## src/rst_ctrl_pkg.sv

```systemverilog
// Constants for the reset, non-maskable interrupt and power-down controller.
// Assumes a single 100 MHz core clock and a plain strobe register port.
package rst_ctrl_pkg;
   localparam int unsigned CLK_PERIOD_NS = 10;

   // Internal reset sequence length
   localparam int unsigned RESET_SEQ_NS     = 10240;
   localparam int unsigned RESET_SEQ_CYCLES = RESET_SEQ_NS / CLK_PERIOD_NS;
   localparam int unsigned SEQ_CNT_W        = 11;

   // Register port
   localparam int unsigned ADDR_W = 8;
   localparam int unsigned DATA_W = 16;

   localparam logic [7:0] OFF_SYS_CONFIG  = 8'h00;
   localparam logic [7:0] OFF_XBUS_SELECT = 8'h04;
   localparam logic [7:0] OFF_RESET_FLAGS = 8'h08;
   localparam logic [7:0] OFF_IRQ_STATUS  = 8'h0c;
   localparam logic [7:0] OFF_IRQ_MASK    = 8'h10;
   localparam logic [7:0] OFF_XBUS_ACTIVE = 8'h14;
   localparam logic [7:0] OFF_START_CFG   = 8'h18;

   // system_config_reg fields
   localparam int unsigned SC_XBUS_GLOBAL_EN = 2;
   localparam int unsigned SC_BIDIR_RESET_EN = 3;
   localparam logic [15:0] SYS_CONFIG_RESET  = 16'h0000;

   // xbus_module_select fields: 2K ram, 6K ram, first CAN, second CAN
   localparam int unsigned XS_RAM_2K  = 0;
   localparam int unsigned XS_RAM_6K  = 1;
   localparam int unsigned XS_CAN_1   = 2;
   localparam int unsigned XS_CAN_2   = 3;
   localparam int unsigned XS_W       = 4;
   localparam logic [3:0]  XBUS_SELECT_RESET = 4'h5;
   localparam logic [3:0]  XS_PIN_USERS      = 4'hc;

   // Reset flag bits
   localparam int unsigned RF_HW_LONG  = 0;
   localparam int unsigned RF_HW_SHORT = 1;
   localparam int unsigned RF_SW       = 2;
   localparam int unsigned RF_WDT      = 3;
   localparam int unsigned RF_W        = 4;

   // Interrupt status bits
   localparam int unsigned EV_NMI_EDGE   = 0;
   localparam int unsigned EV_PDN_ENTER  = 1;
   localparam int unsigned EV_PDN_REFUSE = 2;
   localparam int unsigned EV_W          = 3;

   // Startup configuration port
   localparam int unsigned CFG_W          = 16;
   localparam int unsigned CFG_BOOT_BIT   = 4;

   localparam int unsigned OE_GUARD = 3;

   typedef enum logic [3:0] {
      ST_SEQ  = 4'b0001,
      ST_INIT = 4'b0010,
      ST_RUN  = 4'b0100,
      ST_PDN  = 4'b1000
   } ctrl_state_t;
endpackage

```

## src/reset_nmi_powerdown_ctrl.sv

```systemverilog
// Reset sequencer with reset indication, NMI trap request, power down entry,
// bidirectional reset pin and expansion-bus module enables.
// Assumes pins and the startup port are asynchronous; CPU strobes are on core_clk_in.
// Contract
// - reset_indication_out low during hardware, software or watchdog reset.
// - reset_indication_out stays low after reset until end-of-init instruction.
// - Falling edge on NMI pin raises a trap request to the CPU; here only in ST_RUN, so none before end-of-init or in power down.
// - Power down entered only if NMI pin low when the instruction runs.
// - NMI high at power down instruction: request ignored, keep running.
// - Bidirectional reset enable locked after end-of-init, cleared by any reset.
// - Bidirectional mode pulls reset pin low during the whole reset sequence.
// - Bidirectional mode: reset flags always report a long hardware reset.
// - Bidirectional mode latches startup port; boot loader when boot bit low.
// - Bidirectional mode stretches short hardware reset to full sequence length.
// - Expansion modules enabled only when selected and global enable set.
// - Disabled expansion modules claim no address space and no pins.
// - Module select resets to 2 KByte extension RAM plus first CAN.
//
// Chosen here: the strobed register port and the address map.
`timescale 1ns/100ps
module reset_nmi_powerdown_ctrl
   import rst_ctrl_pkg::*;
(
   input  wire logic              core_clk_in,
   input  wire logic              reset_in,
   input  wire logic [ADDR_W-1:0] reg_addr_in,
   input  wire logic [DATA_W-1:0] reg_wdata_in,
   input  wire logic              reg_wr_in,
   input  wire logic              reg_rd_in,
   output logic      [DATA_W-1:0] reg_rdata_out,
   input  wire logic              reset_input_pin_in,
   output logic                   reset_input_pin_out,
   output logic                   reset_input_pin_oe_out,
   input  wire logic              nonmaskable_irq_in,
   input  wire logic [CFG_W-1:0]  startup_config_port_in,
   input  wire logic              sw_reset_req_in,
   input  wire logic              wdt_reset_req_in,
   input  wire logic              end_of_init_instr_in,
   input  wire logic              power_down_instr_in,
   output logic                   reset_indication_out,
   output logic                   system_reset_out,
   output logic                   nmi_trap_out,
   output logic                   power_down_out,
   output logic                   boot_loader_out,
   output logic      [XS_W-1:0]   xbus_addr_en_out,
   output logic      [XS_W-1:0]   xbus_pin_en_out,
   output logic                   irq_out
);

   ctrl_state_t          state_q, state_d;
   logic [1:0]           pin_sync_q, nmi_sync_q;
   logic [CFG_W-1:0]     cfg_sync1_q, cfg_sync2_q, cfg_q;
   logic                 nmi_prev_q;
   logic [SEQ_CNT_W-1:0] cnt_q;
   logic                 hw_src_q, bdr_act_q, long_q, end_of_init_instr_q, wdt_src_q;
   logic [OE_GUARD-1:0]  oe_hist_q;
   logic [15:0]          sys_config_q;
   logic [XS_W-1:0]      xsel_q;
   logic [RF_W-1:0]      rflags_q;
   logic [EV_W-1:0]      ev_stat_q, ev_mask_q;
   logic [DATA_W-1:0]    rdata_q;

   // Synchronised pin levels; first stage read only by the second
   wire pin_low  = ~pin_sync_q[1];
   wire nmi_lvl  = nmi_sync_q[1];
   wire nmi_fall = nmi_prev_q & ~nmi_lvl;

   // Our own drive on the open-drain reset pin echoes back through the synchroniser;
   // the guard window keeps that echo from starting a fresh reset.
   wire pin_guard = reset_input_pin_oe_out | (|oe_hist_q);
   wire hw_req    = pin_low & ~pin_guard;
   wire sw_req    = sw_reset_req_in & (state_q != ST_SEQ) & (state_q != ST_PDN);
   wire wdt_req   = wdt_reset_req_in & (state_q != ST_SEQ) & (state_q != ST_PDN);
   wire any_req   = (state_q != ST_SEQ) & (hw_req | sw_req | wdt_req);
   wire bdr_bit   = sys_config_q[SC_BIDIR_RESET_EN];

   // Without bidirectional mode a hardware reset lasts as long as the pin is low
   wire seq_done  = (hw_src_q & ~bdr_act_q) ? ~pin_low
                                            : (cnt_q == '0);

   wire pdn_ok     = power_down_instr_in & (state_q == ST_RUN) & ~nmi_lvl;
   wire pdn_refuse = power_down_instr_in & (state_q == ST_RUN) & nmi_lvl;

   // Register decode
   wire sel_cfg   = (reg_addr_in == OFF_SYS_CONFIG);
   wire sel_xsel  = (reg_addr_in == OFF_XBUS_SELECT);
   wire sel_rflg  = (reg_addr_in == OFF_RESET_FLAGS);
   wire sel_stat  = (reg_addr_in == OFF_IRQ_STATUS);
   wire sel_mask  = (reg_addr_in == OFF_IRQ_MASK);
   wire sel_xact  = (reg_addr_in == OFF_XBUS_ACTIVE);
   wire sel_start = (reg_addr_in == OFF_START_CFG);
   wire wr_cfg    = reg_wr_in & sel_cfg & (state_q != ST_SEQ);
   wire wr_xsel   = reg_wr_in & sel_xsel & (state_q != ST_SEQ);

   wire [XS_W-1:0]   xbus_active = xsel_q & {XS_W{sys_config_q[SC_XBUS_GLOBAL_EN]}};
   wire [EV_W-1:0]   ev_set      = {pdn_refuse, pdn_ok, nmi_fall & (state_q == ST_RUN)};
   wire [EV_W-1:0]   ev_clr      = (reg_wr_in & sel_stat) ? reg_wdata_in[EV_W-1:0] : '0;
   wire [DATA_W-1:0] rd_mux      =
        sel_cfg   ? sys_config_q :
        sel_xsel  ? {{(DATA_W-XS_W){1'b0}}, xsel_q} :
        sel_rflg  ? {{(DATA_W-RF_W){1'b0}}, rflags_q} :
        sel_stat  ? {{(DATA_W-EV_W){1'b0}}, ev_stat_q} :
        sel_mask  ? {{(DATA_W-EV_W){1'b0}}, ev_mask_q} :
        sel_xact  ? {{(DATA_W-XS_W){1'b0}}, xbus_active} :
        sel_start ? cfg_q[DATA_W-1:0] : '0;

   // Next state
   always_comb begin
      state_d = state_q;
      unique case (state_q)
         ST_SEQ:  if (seq_done) state_d = ST_INIT;
         ST_INIT: if (any_req) state_d = ST_SEQ;
                  else if (end_of_init_instr_in) state_d = ST_RUN;
         ST_RUN:  if (any_req) state_d = ST_SEQ;
                  else if (pdn_ok) state_d = ST_PDN;
         ST_PDN:  if (hw_req) state_d = ST_SEQ;
         default: state_d = ST_SEQ;
      endcase
   end

   always_ff @(posedge core_clk_in) begin
      pin_sync_q  <= {pin_sync_q[0], reset_input_pin_in};
      nmi_sync_q  <= {nmi_sync_q[0], nonmaskable_irq_in};
      cfg_sync1_q <= startup_config_port_in;
      cfg_sync2_q <= cfg_sync1_q;
   end

   always_ff @(posedge core_clk_in) begin
      if (reset_in) begin
         state_q    <= ST_INIT;
         nmi_prev_q <= 1'b1;
         oe_hist_q  <= '0;
      end else begin
         state_q    <= state_d;
         nmi_prev_q <= nmi_lvl;
         oe_hist_q  <= {oe_hist_q[OE_GUARD-2:0], reset_input_pin_oe_out};
      end
   end

   // Sequence counter, source capture and reset flags
   always_ff @(posedge core_clk_in) begin
      if (reset_in) begin
         cnt_q     <= '0;
         hw_src_q  <= 1'b0;
         bdr_act_q <= 1'b0;
         long_q    <= 1'b0;
         rflags_q  <= '0;
      end else if (any_req || (state_q == ST_PDN && hw_req)) begin
         cnt_q     <= SEQ_CNT_W'(RESET_SEQ_CYCLES - 1);
         hw_src_q  <= hw_req;
         bdr_act_q <= bdr_bit;
         long_q    <= 1'b0;
         rflags_q  <= '0;
      end else if (state_q == ST_SEQ) begin
         if (cnt_q != '0) cnt_q <= cnt_q - 1'b1;
         if (cnt_q == '0 && pin_low) long_q <= 1'b1;
         if (seq_done) begin
            rflags_q[RF_HW_LONG]  <= bdr_act_q | (hw_src_q & long_q);
            rflags_q[RF_HW_SHORT] <= ~bdr_act_q & hw_src_q & ~long_q;
            rflags_q[RF_SW]       <= ~bdr_act_q & ~hw_src_q & ~wdt_src_q;
            rflags_q[RF_WDT]      <= ~bdr_act_q & ~hw_src_q & wdt_src_q;
         end
      end
   end

   // Configuration registers; any reset sequence returns them to defaults
   always_ff @(posedge core_clk_in) begin
      if (reset_in || state_q == ST_SEQ) begin
         sys_config_q <= SYS_CONFIG_RESET;
         xsel_q       <= XBUS_SELECT_RESET;
         end_of_init_instr_q      <= 1'b0;
      end else begin
         if (end_of_init_instr_in && state_q == ST_INIT) end_of_init_instr_q <= 1'b1;
         if (wr_cfg) begin
            sys_config_q <= reg_wdata_in;
            if (end_of_init_instr_q) sys_config_q[SC_BIDIR_RESET_EN] <= bdr_bit;
         end
         if (wr_xsel) xsel_q <= reg_wdata_in[XS_W-1:0];
      end
   end

   // Startup port latched at the end of a hardware or bidirectional reset
   always_ff @(posedge core_clk_in) begin
      if (reset_in) begin
         cfg_q <= '0;
      end else if (state_q == ST_SEQ && seq_done && (hw_src_q || bdr_act_q)) begin
         cfg_q <= cfg_sync2_q;
      end
   end

   // Sticky events: a set in the same cycle as a clear wins
   always_ff @(posedge core_clk_in) begin
      if (reset_in) begin
         ev_stat_q <= '0;
         ev_mask_q <= '0;
         rdata_q   <= '0;
      end else begin
         ev_stat_q <= (ev_stat_q & ~ev_clr) | ev_set;
         if (reg_wr_in && sel_mask) ev_mask_q <= reg_wdata_in[EV_W-1:0];
         rdata_q   <= reg_rd_in ? rd_mux : '0;
      end
   end

   // Watchdog source is recorded as soon as the request is taken
   always_ff @(posedge core_clk_in) begin
      if (reset_in) wdt_src_q <= 1'b0;
      else if (any_req) wdt_src_q <= wdt_req & ~hw_req;
   end

   assign reg_rdata_out          = rdata_q;
   assign reset_indication_out   = (state_q == ST_RUN) | (state_q == ST_PDN);
   assign system_reset_out       = (state_q == ST_SEQ);
   assign reset_input_pin_out    = 1'b0;
   assign reset_input_pin_oe_out = (state_q == ST_SEQ) & bdr_act_q;
   assign nmi_trap_out           = nmi_fall & (state_q == ST_RUN);
   assign power_down_out         = (state_q == ST_PDN);
   assign boot_loader_out        = ~cfg_q[CFG_BOOT_BIT];
   assign xbus_addr_en_out       = xbus_active;
   assign xbus_pin_en_out        = xbus_active & XS_PIN_USERS;
   assign irq_out                = |(ev_stat_q & ev_mask_q);

   a_reset_indication_out_seq_low: assert property (@(posedge core_clk_in) disable iff (reset_in)
      (state_q == ST_SEQ) |-> !reset_indication_out)
      else $error("reset indication high during reset sequence");

   a_reset_indication_out_end_of_init_instr: assert property (@(posedge core_clk_in) disable iff (reset_in)
      $rose(reset_indication_out) |-> $past(end_of_init_instr_in) && $past(state_q) == ST_INIT)
      else $error("reset indication released without end of init");

   a_nmi_trap_edge: assert property (@(posedge core_clk_in) disable iff (reset_in)
      nmi_trap_out |-> $past(nmi_sync_q[1]) && !nmi_sync_q[1])
      else $error("trap without falling nmi edge");

   a_pdn_entry: assert property (@(posedge core_clk_in) disable iff (reset_in)
      (power_down_instr_in && state_q == ST_RUN && !nmi_sync_q[1] && !any_req)
      |=> power_down_out)
      else $error("power down not entered with nmi low");

   a_pdn_refused: assert property (@(posedge core_clk_in) disable iff (reset_in)
      (power_down_instr_in && state_q == ST_RUN && nmi_sync_q[1])
      |=> !power_down_out ##0 ev_stat_q[EV_PDN_REFUSE])
      else $error("power down taken with nmi high");

   a_bdr_locked: assert property (@(posedge core_clk_in) disable iff (reset_in)
      (end_of_init_instr_q && state_q != ST_SEQ) |=> $stable(sys_config_q[SC_BIDIR_RESET_EN]))
      else $error("bidirectional enable changed after end of init");

   a_bdr_pin_drive: assert property (@(posedge core_clk_in) disable iff (reset_in)
      (state_q == ST_SEQ && bdr_act_q) |-> reset_input_pin_oe_out && !reset_input_pin_out)
      else $error("reset pin not pulled during bidirectional sequence");

   a_bdr_long_flag: assert property (@(posedge core_clk_in) disable iff (reset_in)
      (state_q == ST_SEQ && seq_done && bdr_act_q) |=> rflags_q == 4'h1)
      else $error("bidirectional reset not flagged long");

   a_bdr_stretch: assert property (@(posedge core_clk_in) disable iff (reset_in)
      (state_q == ST_SEQ && bdr_act_q && cnt_q != '0) |=> state_q == ST_SEQ)
      else $error("bidirectional reset sequence cut short");

   a_xbus_gate: assert property (@(posedge core_clk_in) disable iff (reset_in)
      !sys_config_q[SC_XBUS_GLOBAL_EN] |-> xbus_addr_en_out == '0 && xbus_pin_en_out == '0)
      else $error("expansion module enabled without global enable");

   a_xsel_default: assert property (@(posedge core_clk_in) disable iff (reset_in)
      $fell(system_reset_out) |-> xsel_q == 4'h5)
      else $error("module select default wrong after reset");

endmodule // reset_nmi_powerdown_ctrl

```

## config.mk

```make
export PLATFORM = sky130hd
export DESIGN_NAME = reset_nmi_powerdown_ctrl
export DESIGN_NICKNAME = d
export VERILOG_FILES = /design/src/rst_ctrl_pkg.sv /design/src/reset_nmi_powerdown_ctrl.sv
export SDC_FILE = /design/constraint.sdc
export NUM_CORES = 1
export LEC_CHECK = 0
export ABC_AREA = 1
export BUFFER_PORTS_ARGS = -buffer_cell sky130_fd_sc_hd__buf_2
export CORE_ASPECT_RATIO = 1.25
export CORE_UTILIZATION = 50
export CTS_CLUSTER_DIAMETER = 100
export DETAILED_ROUTE_END_ITERATION = 8
export PLACE_DENSITY = 0.75
export SYNTH_ARGS = -nofsm -noshare
export SYNTH_HDL_FRONTEND = slang
export SYNTH_SLANG_ARGS = --single-unit
export TNS_END_PERCENT = 5
```

## constraint.sdc

```tcl
create_clock -name core_clk_in -period 2.4 [get_ports core_clk_in]
set_input_delay 0.12 -clock core_clk_in [delete_from_list [all_inputs] [get_ports core_clk_in]]
set_output_delay 0.12 -clock core_clk_in [all_outputs]
set_load 0.03 [all_outputs]
```

* Word-level counts from Yosys, hierarchy flattened
Index checks and enable logic that the tools add are counted.
** Word-level totals
- Register bits :: 122
- Latch bits :: 0
- RAM bits :: 0
- Bits in read-only memories :: 0
- Bits of input ports :: 50
- Output and inout bits :: 32
- Memories :: 0
** Cells by class
- $add $sub $neg :: 1
- Multiply operators :: 0
- Divide/modulo/power cells :: 0
- Order comparisons :: 0
- Equality and inequality tests :: 16
- Shifts and indexed selects :: 0
- Multiplexer cells :: 19
- Bitwise logic cells :: 45
- Reduce and logical (&&, ||, !) cells :: 24
** Operator list (number)
- $mux W16 :: 7
- $mux W10 :: 3
- $and A1 B1 Y1 :: 24
- $eq A8 B5 Y1 const B :: 3
- $mux W4 :: 6
- $eq A8 B4 Y1 const B :: 2
- $pmux W4 S4 :: 1
- $logic_not A11 Y1 :: 1
- $not A1 Y1 :: 11
- $reduce_bool A11 Y1 :: 1
- $sub A11 B1 Y11 const B :: 1
- $reduce_and A2 Y1 :: 5
- $eq A8 B3 Y1 const B :: 1
- $logic_not A8 Y1 :: 1
- $and A3 B3 Y3 :: 2
- $logic_and A1 B1 Y1 :: 6
- $ne A3 B3 Y1 const B :: 2
- $reduce_or A3 Y1 :: 2
- $or A1 B1 Y1 :: 5
- $and A4 B4 Y4 :: 1
- $eq A4 B1 Y1 const B :: 1
- $eq A4 B2 Y1 const B :: 1
- $eq A4 B3 Y1 const B :: 1
- $eq A4 B4 Y1 const B :: 1
- other kinds (11) :: 16

* Longest topological paths before layout
- Word-level depth :: 11
- Depth in mapped cells :: 12
- Mapped depth without buffers :: 11

* Worst setup path before layout
No wires, ideal clock.
- Kind :: register -> register
- Start point :: reg cnt_q[0]
- End point :: reg cfg_q[10]
- Library setup time :: 0.139 ns
- Arrival time :: 1.374 ns
- Required time :: 2.261 ns
- Path slack :: 0.887 ns
- Cell stages (with the launch flop) :: 13
- Buffers on the path :: 1
- Clock period less this slack :: 1.513 ns
- Cell sequence :: dfxtp_1 > inv_1 > ha_1 > nand2_1 > nor2_2 > nand3_2 > nand2_4 > nand2_8 > clkinv_8 > nand2_4 > buf_12 > nand2_2 > a21oi_2
** Between the ends
- Word-level cells in the longest chain between the ends :: 4
** RTL lines
- start: declaration :: RTL line reset_nmi_powerdown_ctrl.sv:54 : logic [SEQ_CNT_W-1:0] cnt_q;
- start signal: assignment :: RTL line reset_nmi_powerdown_ctrl.sv:149 : cnt_q <= SEQ_CNT_W'(RESET_SEQ_CYCLES - 1);
- start signal: assignment :: RTL line reset_nmi_powerdown_ctrl.sv:155 : if (cnt_q != '0) cnt_q <= cnt_q - 1'b1;
- $logic_not A11 Y1 :: RTL line reset_nmi_powerdown_ctrl.sv:79 : : (cnt_q == '0);
- $mux W1 :: RTL line reset_nmi_powerdown_ctrl.sv:78 : wire seq_done = (hw_src_q & ~bdr_act_q) ? ~pin_low
- $logic_and A1 B1 Y1 (2 in a row) :: RTL line reset_nmi_powerdown_ctrl.sv:186 : end else if (state_q == ST_SEQ && seq_done && (hw_src_q || bdr_act_q)) begin
- end signal: assignment :: RTL line reset_nmi_powerdown_ctrl.sv:187 : cfg_q <= cfg_sync2_q;
- end: declaration :: RTL line reset_nmi_powerdown_ctrl.sv:52 : logic [CFG_W-1:0] cfg_sync1_q, cfg_sync2_q, cfg_q;
No other way between the ends.
A chain may end at the register's enable or synchronous reset.

* Worst setup path in the final report
- Start point :: reg state_q[3]
- End point :: reg state_q[3]
** Between the ends
- Word-level cells in the longest chain between the ends :: 10
- Elaborated cells on any way between the ends :: 27
- Those cells by class :: eq/ne: 10; mux: 3; bitwise: 13; reduce/logical: 1
** RTL lines
- start: declaration :: RTL line reset_nmi_powerdown_ctrl.sv:50 : ctrl_state_t state_q, state_d;
- start signal: assignment :: RTL line reset_nmi_powerdown_ctrl.sv:134 : state_q <= state_d;
- $eq A4 B1 Y1 :: RTL line reset_nmi_powerdown_ctrl.sv:110, reset_nmi_powerdown_ctrl.sv:214
- $and A1 B1 Y1 :: RTL line reset_nmi_powerdown_ctrl.sv:214 : assign reset_input_pin_oe_out = (state_q == ST_SEQ) & bdr_act_q;
- $or A1 B1 Y1 :: RTL line reset_nmi_powerdown_ctrl.sv:70 : wire pin_guard = reset_input_pin_oe_out | (|oe_hist_q);
- $not A1 Y1 :: RTL line reset_nmi_powerdown_ctrl.sv:71 : wire hw_req = pin_low & ~pin_guard;
- $and A1 B1 Y1 :: RTL line reset_nmi_powerdown_ctrl.sv:71
- $or A1 B1 Y1 (2 in a row) :: RTL line reset_nmi_powerdown_ctrl.sv:74 : wire any_req = (state_q != ST_SEQ) & (hw_req | sw_req | wdt_req);
- $and A1 B1 Y1 :: RTL line reset_nmi_powerdown_ctrl.sv:74
- $ne A3 B3 Y1 (no source line) (tied with other cells)
- $reduce_and A4 Y1 (no source line) or $pmux W4 S4 (tied branches)
Parallel ways exist; a longest one is shown, timed or not.

==> flow_summary_export.csv <==
group,metric,value,unit
grt,grt_pass1_vias,4087,
finish,multi_input_area,0.00198,mm2
place,dp.cells,758,
synth,syn_inst,568,
finish,final_cells,819,
synth,synth_edf_count,0,
flow_run,drv_cap,0,
pwr,p_sw_frac,0.249,
pwr,pwr-share-seq,0.420,
clock_network,cts_resized,0,
drt,detail-route-antenna-nets,0,
clock_network,cts_buffers,17,
clock_network,cts_tree,"done",
finish,diodes,0,
sta,fin_skew,0.00699,ns
clock_network,post-cts-setup-buffers,0,
status,outcome,"complete, no violations",
synth,syn-cell-area,0.00483,mm2
floorplanning,die_h,112,um
sta,setup_viol,0,
synth,avgSynthCellArea,8.51,um2
sta,max_slew_margin,0.621,
sta,setup_tns,0,ns
pwr,powerDensity,832,mW/mm2
pwr,p_int,3.86,mW
clock_network,h-tree-depth,4,
finish,syn_to_final_growth,27.6,%
floorplanning,die_w,89.9,um
synth,ys_seq_elements,122,
clock_network,clock_path_buffers,2,
sta,fin_crit_sh,0.720,
pwr,peakVddDrop,760,uV
finish,layout-drive-gt1-share,0.276,
pwr,switchingPower,1.28,mW
place,port_buffers,78,
worst_setup_path,crit_type,"flop to flop",
sta,rsz0062_at_grt,"false",
sta,period_minus_slack,1.73,ns
synth,yosysSeqAreaShare,0.505,
drt,drc,0,
floorplanning,dieArea,0.0101,mm2
pwr,p_leak,2.64,nW
sta,max_freq,579,MHz
grt,grt_pass1_wl,18200,um
clock_network,path_clk_slew,0.06,ns
floorplanning,rows,39,
drt,first_iter_violations,239,
synth,synthMuxAreaShare,0,
floorplanning,io_pins,82,
min_path,hold_path.class,"input pin to flop",
worst_setup_path,critical_path_required,2.71,ns
drt,vias_per_cell,5.05,
worst_setup_path,arrival,2.03,ns
grt,grt_usage,0.231,
clock_network,clock_latency,0.41,ns
synth,yosys_warnings,0,
finish,mostFrequentLayoutCells,"dfxtp_1 (122), buf_2 (78), nand2_1 (75)",
finish,fill_cells,752,
finish,seq_area,0.00244,mm2
synth,synth_top_area_frac,0.505,
sta,hold_viol_final,0,
clock_network,cts_root_buf,"clkbuf_16",
worst_setup_path,end_kind,"flop",
grt,overflow,0,
floorplanning,start_util,0.521,
finish,final_cell_area,0.00617,mm2
synth,yosysUniqueCellTypes,41,
grt,antenna_found_initial,0,
pwr,comb_power_share,0.092,
grt,grt_max_degree,31,
finish,layout_commonest_cell,"dfxtp_1",
drt,wire_per_inst,13.5,um
place,dp_hpwl,7710,um
drt,vias,4139,
synth,yosys.area_share.adder,0.00518,
synth,yosys.area_share.simple,0.249,
sta,final_max_slew_viol_count,0,
worst_setup_path,r2r_slack,0.67,ns
synth,synth_xor_xnor_area_share,0.00544,
place,gp_congestion,0.849,
worst_setup_path,worst-path-max-fanout,11,
synth,synth_area_leaders,"dfxtp_1 (51%), nand2_1 (5.8%), nor2_1 (5.4%), a21oi_1 (5.2%), inv_1 (4.1%)",
drt,routed_wl,11100,um
synth,synthArstFlopShare,0,
place,place_area,0.00528,mm2
synth,synth_compound_area_frac,0.148,
sta,worst_pin_slew,0.564,ns
pwr,power_frac_clock,0.488,
synth,synth_top_family_by_area,"simple AND/OR/NAND/NOR gates",
worst_setup_path,cp-start-kind,"flop",
floorplanning,core,0.00927,mm2
clock_network,clock-sinks,122,
synth,synth_ff_type,"dfxtp_1",
drt,first_pass_iters,4,
finish,nNetsFinal,735,
synth,yosysTopAreaCell,"dfxtp_1",
## cell usage after synthesis (2+ instances only)
cell type,count
nor2_4,5
clkinv_1,2
nor3_4,2
inv_2,7
nand2_4,8
nor3_2,3
nand3_2,14
dfxtp_1,122
nor3_1,3
buf_4,6
o211ai_1,2
nor2_1,70
ha_1,2
nand2_2,13
buf_12,2
clkbuf_1,3
buf_6,2
xor2_1,3
inv_1,53
o21ai_1,11
o21ai_0,38
nor2_2,5
a21oi_1,50
nand2_1,75
a21oi_2,13
buf_2,5
nand4_1,6
nand3_1,25
a32oi_1,6
## what timing repair did
| action | CTS | global route |
|---|---|---|
| hold buffers | 29 | 0 |
| endpoints found under the hold margin | 29 | 0 |
| setup endpoints to repair | 0 | 0 |
## flip-flops by register name, summed over array words and instances (netlist names), 2 cells and up
| signal | flops |
|---|---|
| cfg_q | 16 |
| cfg_sync1_q | 16 |
| cfg_sync2_q | 16 |
| reg_rdata_out | 16 |
| sys_config_q | 16 |
| cnt_q | 11 |
| rflags_q | 4 |
| state_q | 4 |
| xsel_q | 4 |
| ev_mask_q | 3 |
| ev_stat_q | 3 |
| oe_hist_q | 3 |
| nmi_sync_q | 2 |
| pin_sync_q | 2 |
## area by class of cell
class,count,share of cell area
flip-flops and latches,122,0.396
clock buffers,19,0.0734
multi-input cells,363,0.321
inverters,66,0.0436
well taps,123,0.0249
clock inverters,13,0.0231
repair buffers,113,0.118
## per-stage QoR
stage                     worst slack (ns)  power, mW   util  hold WS, ns
after floorplan                      0.887       2.51      -        0.148
after global placement               0.782       2.61  0.570        0.222
after detailed placement             0.702       2.63  0.570        0.224
after CTS                            0.665       5.15  0.665      0.00271
after global routing                 0.521       5.31  0.665       0.0121
final                                0.673       5.13  0.665       0.0112
## worst max-delay path: stages (launching register included)
cell and delay [ns]:
dfxtp_1 0.38, nor2_4 0.19, nand3_2 0.13, nand2_2 0.12, nand2_2 0.07, nand2_2 0.22, nand3_1 0.19, nand2_1 0.11
nor2_2 0.06, nor2_1 0.08, nor2_1 0.05
## power by group through the flow
stage / Sequential, mW / Clock (mW) / Combinational (mW)
3_5_place_dp: 2.20 / 0 / 0.427
4_1_cts: 2.16 / 2.53 / 0.468
3_3_place_gp: 2.19 / 0 / 0.415
2_1_floorplan: 2.18 / 0 / 0.324
5_1_grt: 2.16 / 2.63 / 0.521
6_report: 2.16 / 2.50 / 0.470
## layer usage
layer / global-route usage / share of wire / up-vias
li1: - / - / 2084
met1: 0.237 / 0.39 / 1923
met2: 0.439 / 0.54 / 104
met3: 0.0594 / 0.043 / 28
met4: 0.102 / 0.024 / 0
met5: 0 / 0 / -
## cells by family after synthesis
kind of cell / after synthesis
AND/OR/NAND/NOR: 230
flip-flops: 122
XOR/XNOR: 3
adder cells (fa/ha/maj): 2
buffers and inverters: 85
AO/OA/AOI/OAI: 125
other: 1
## path summary, 6_finish.rpt
check,from,endpoint,cells past startpoint
min reg2reg,pin_sync_q[0],pin_sync_q[1],0
min,reg_wdata_in[2],sys_config_q[2],3
max reg2reg,state_q[3],state_q[3],10
max,state_q[3],state_q[3],10
Note: power is estimated with default switching activity, not from simulation.
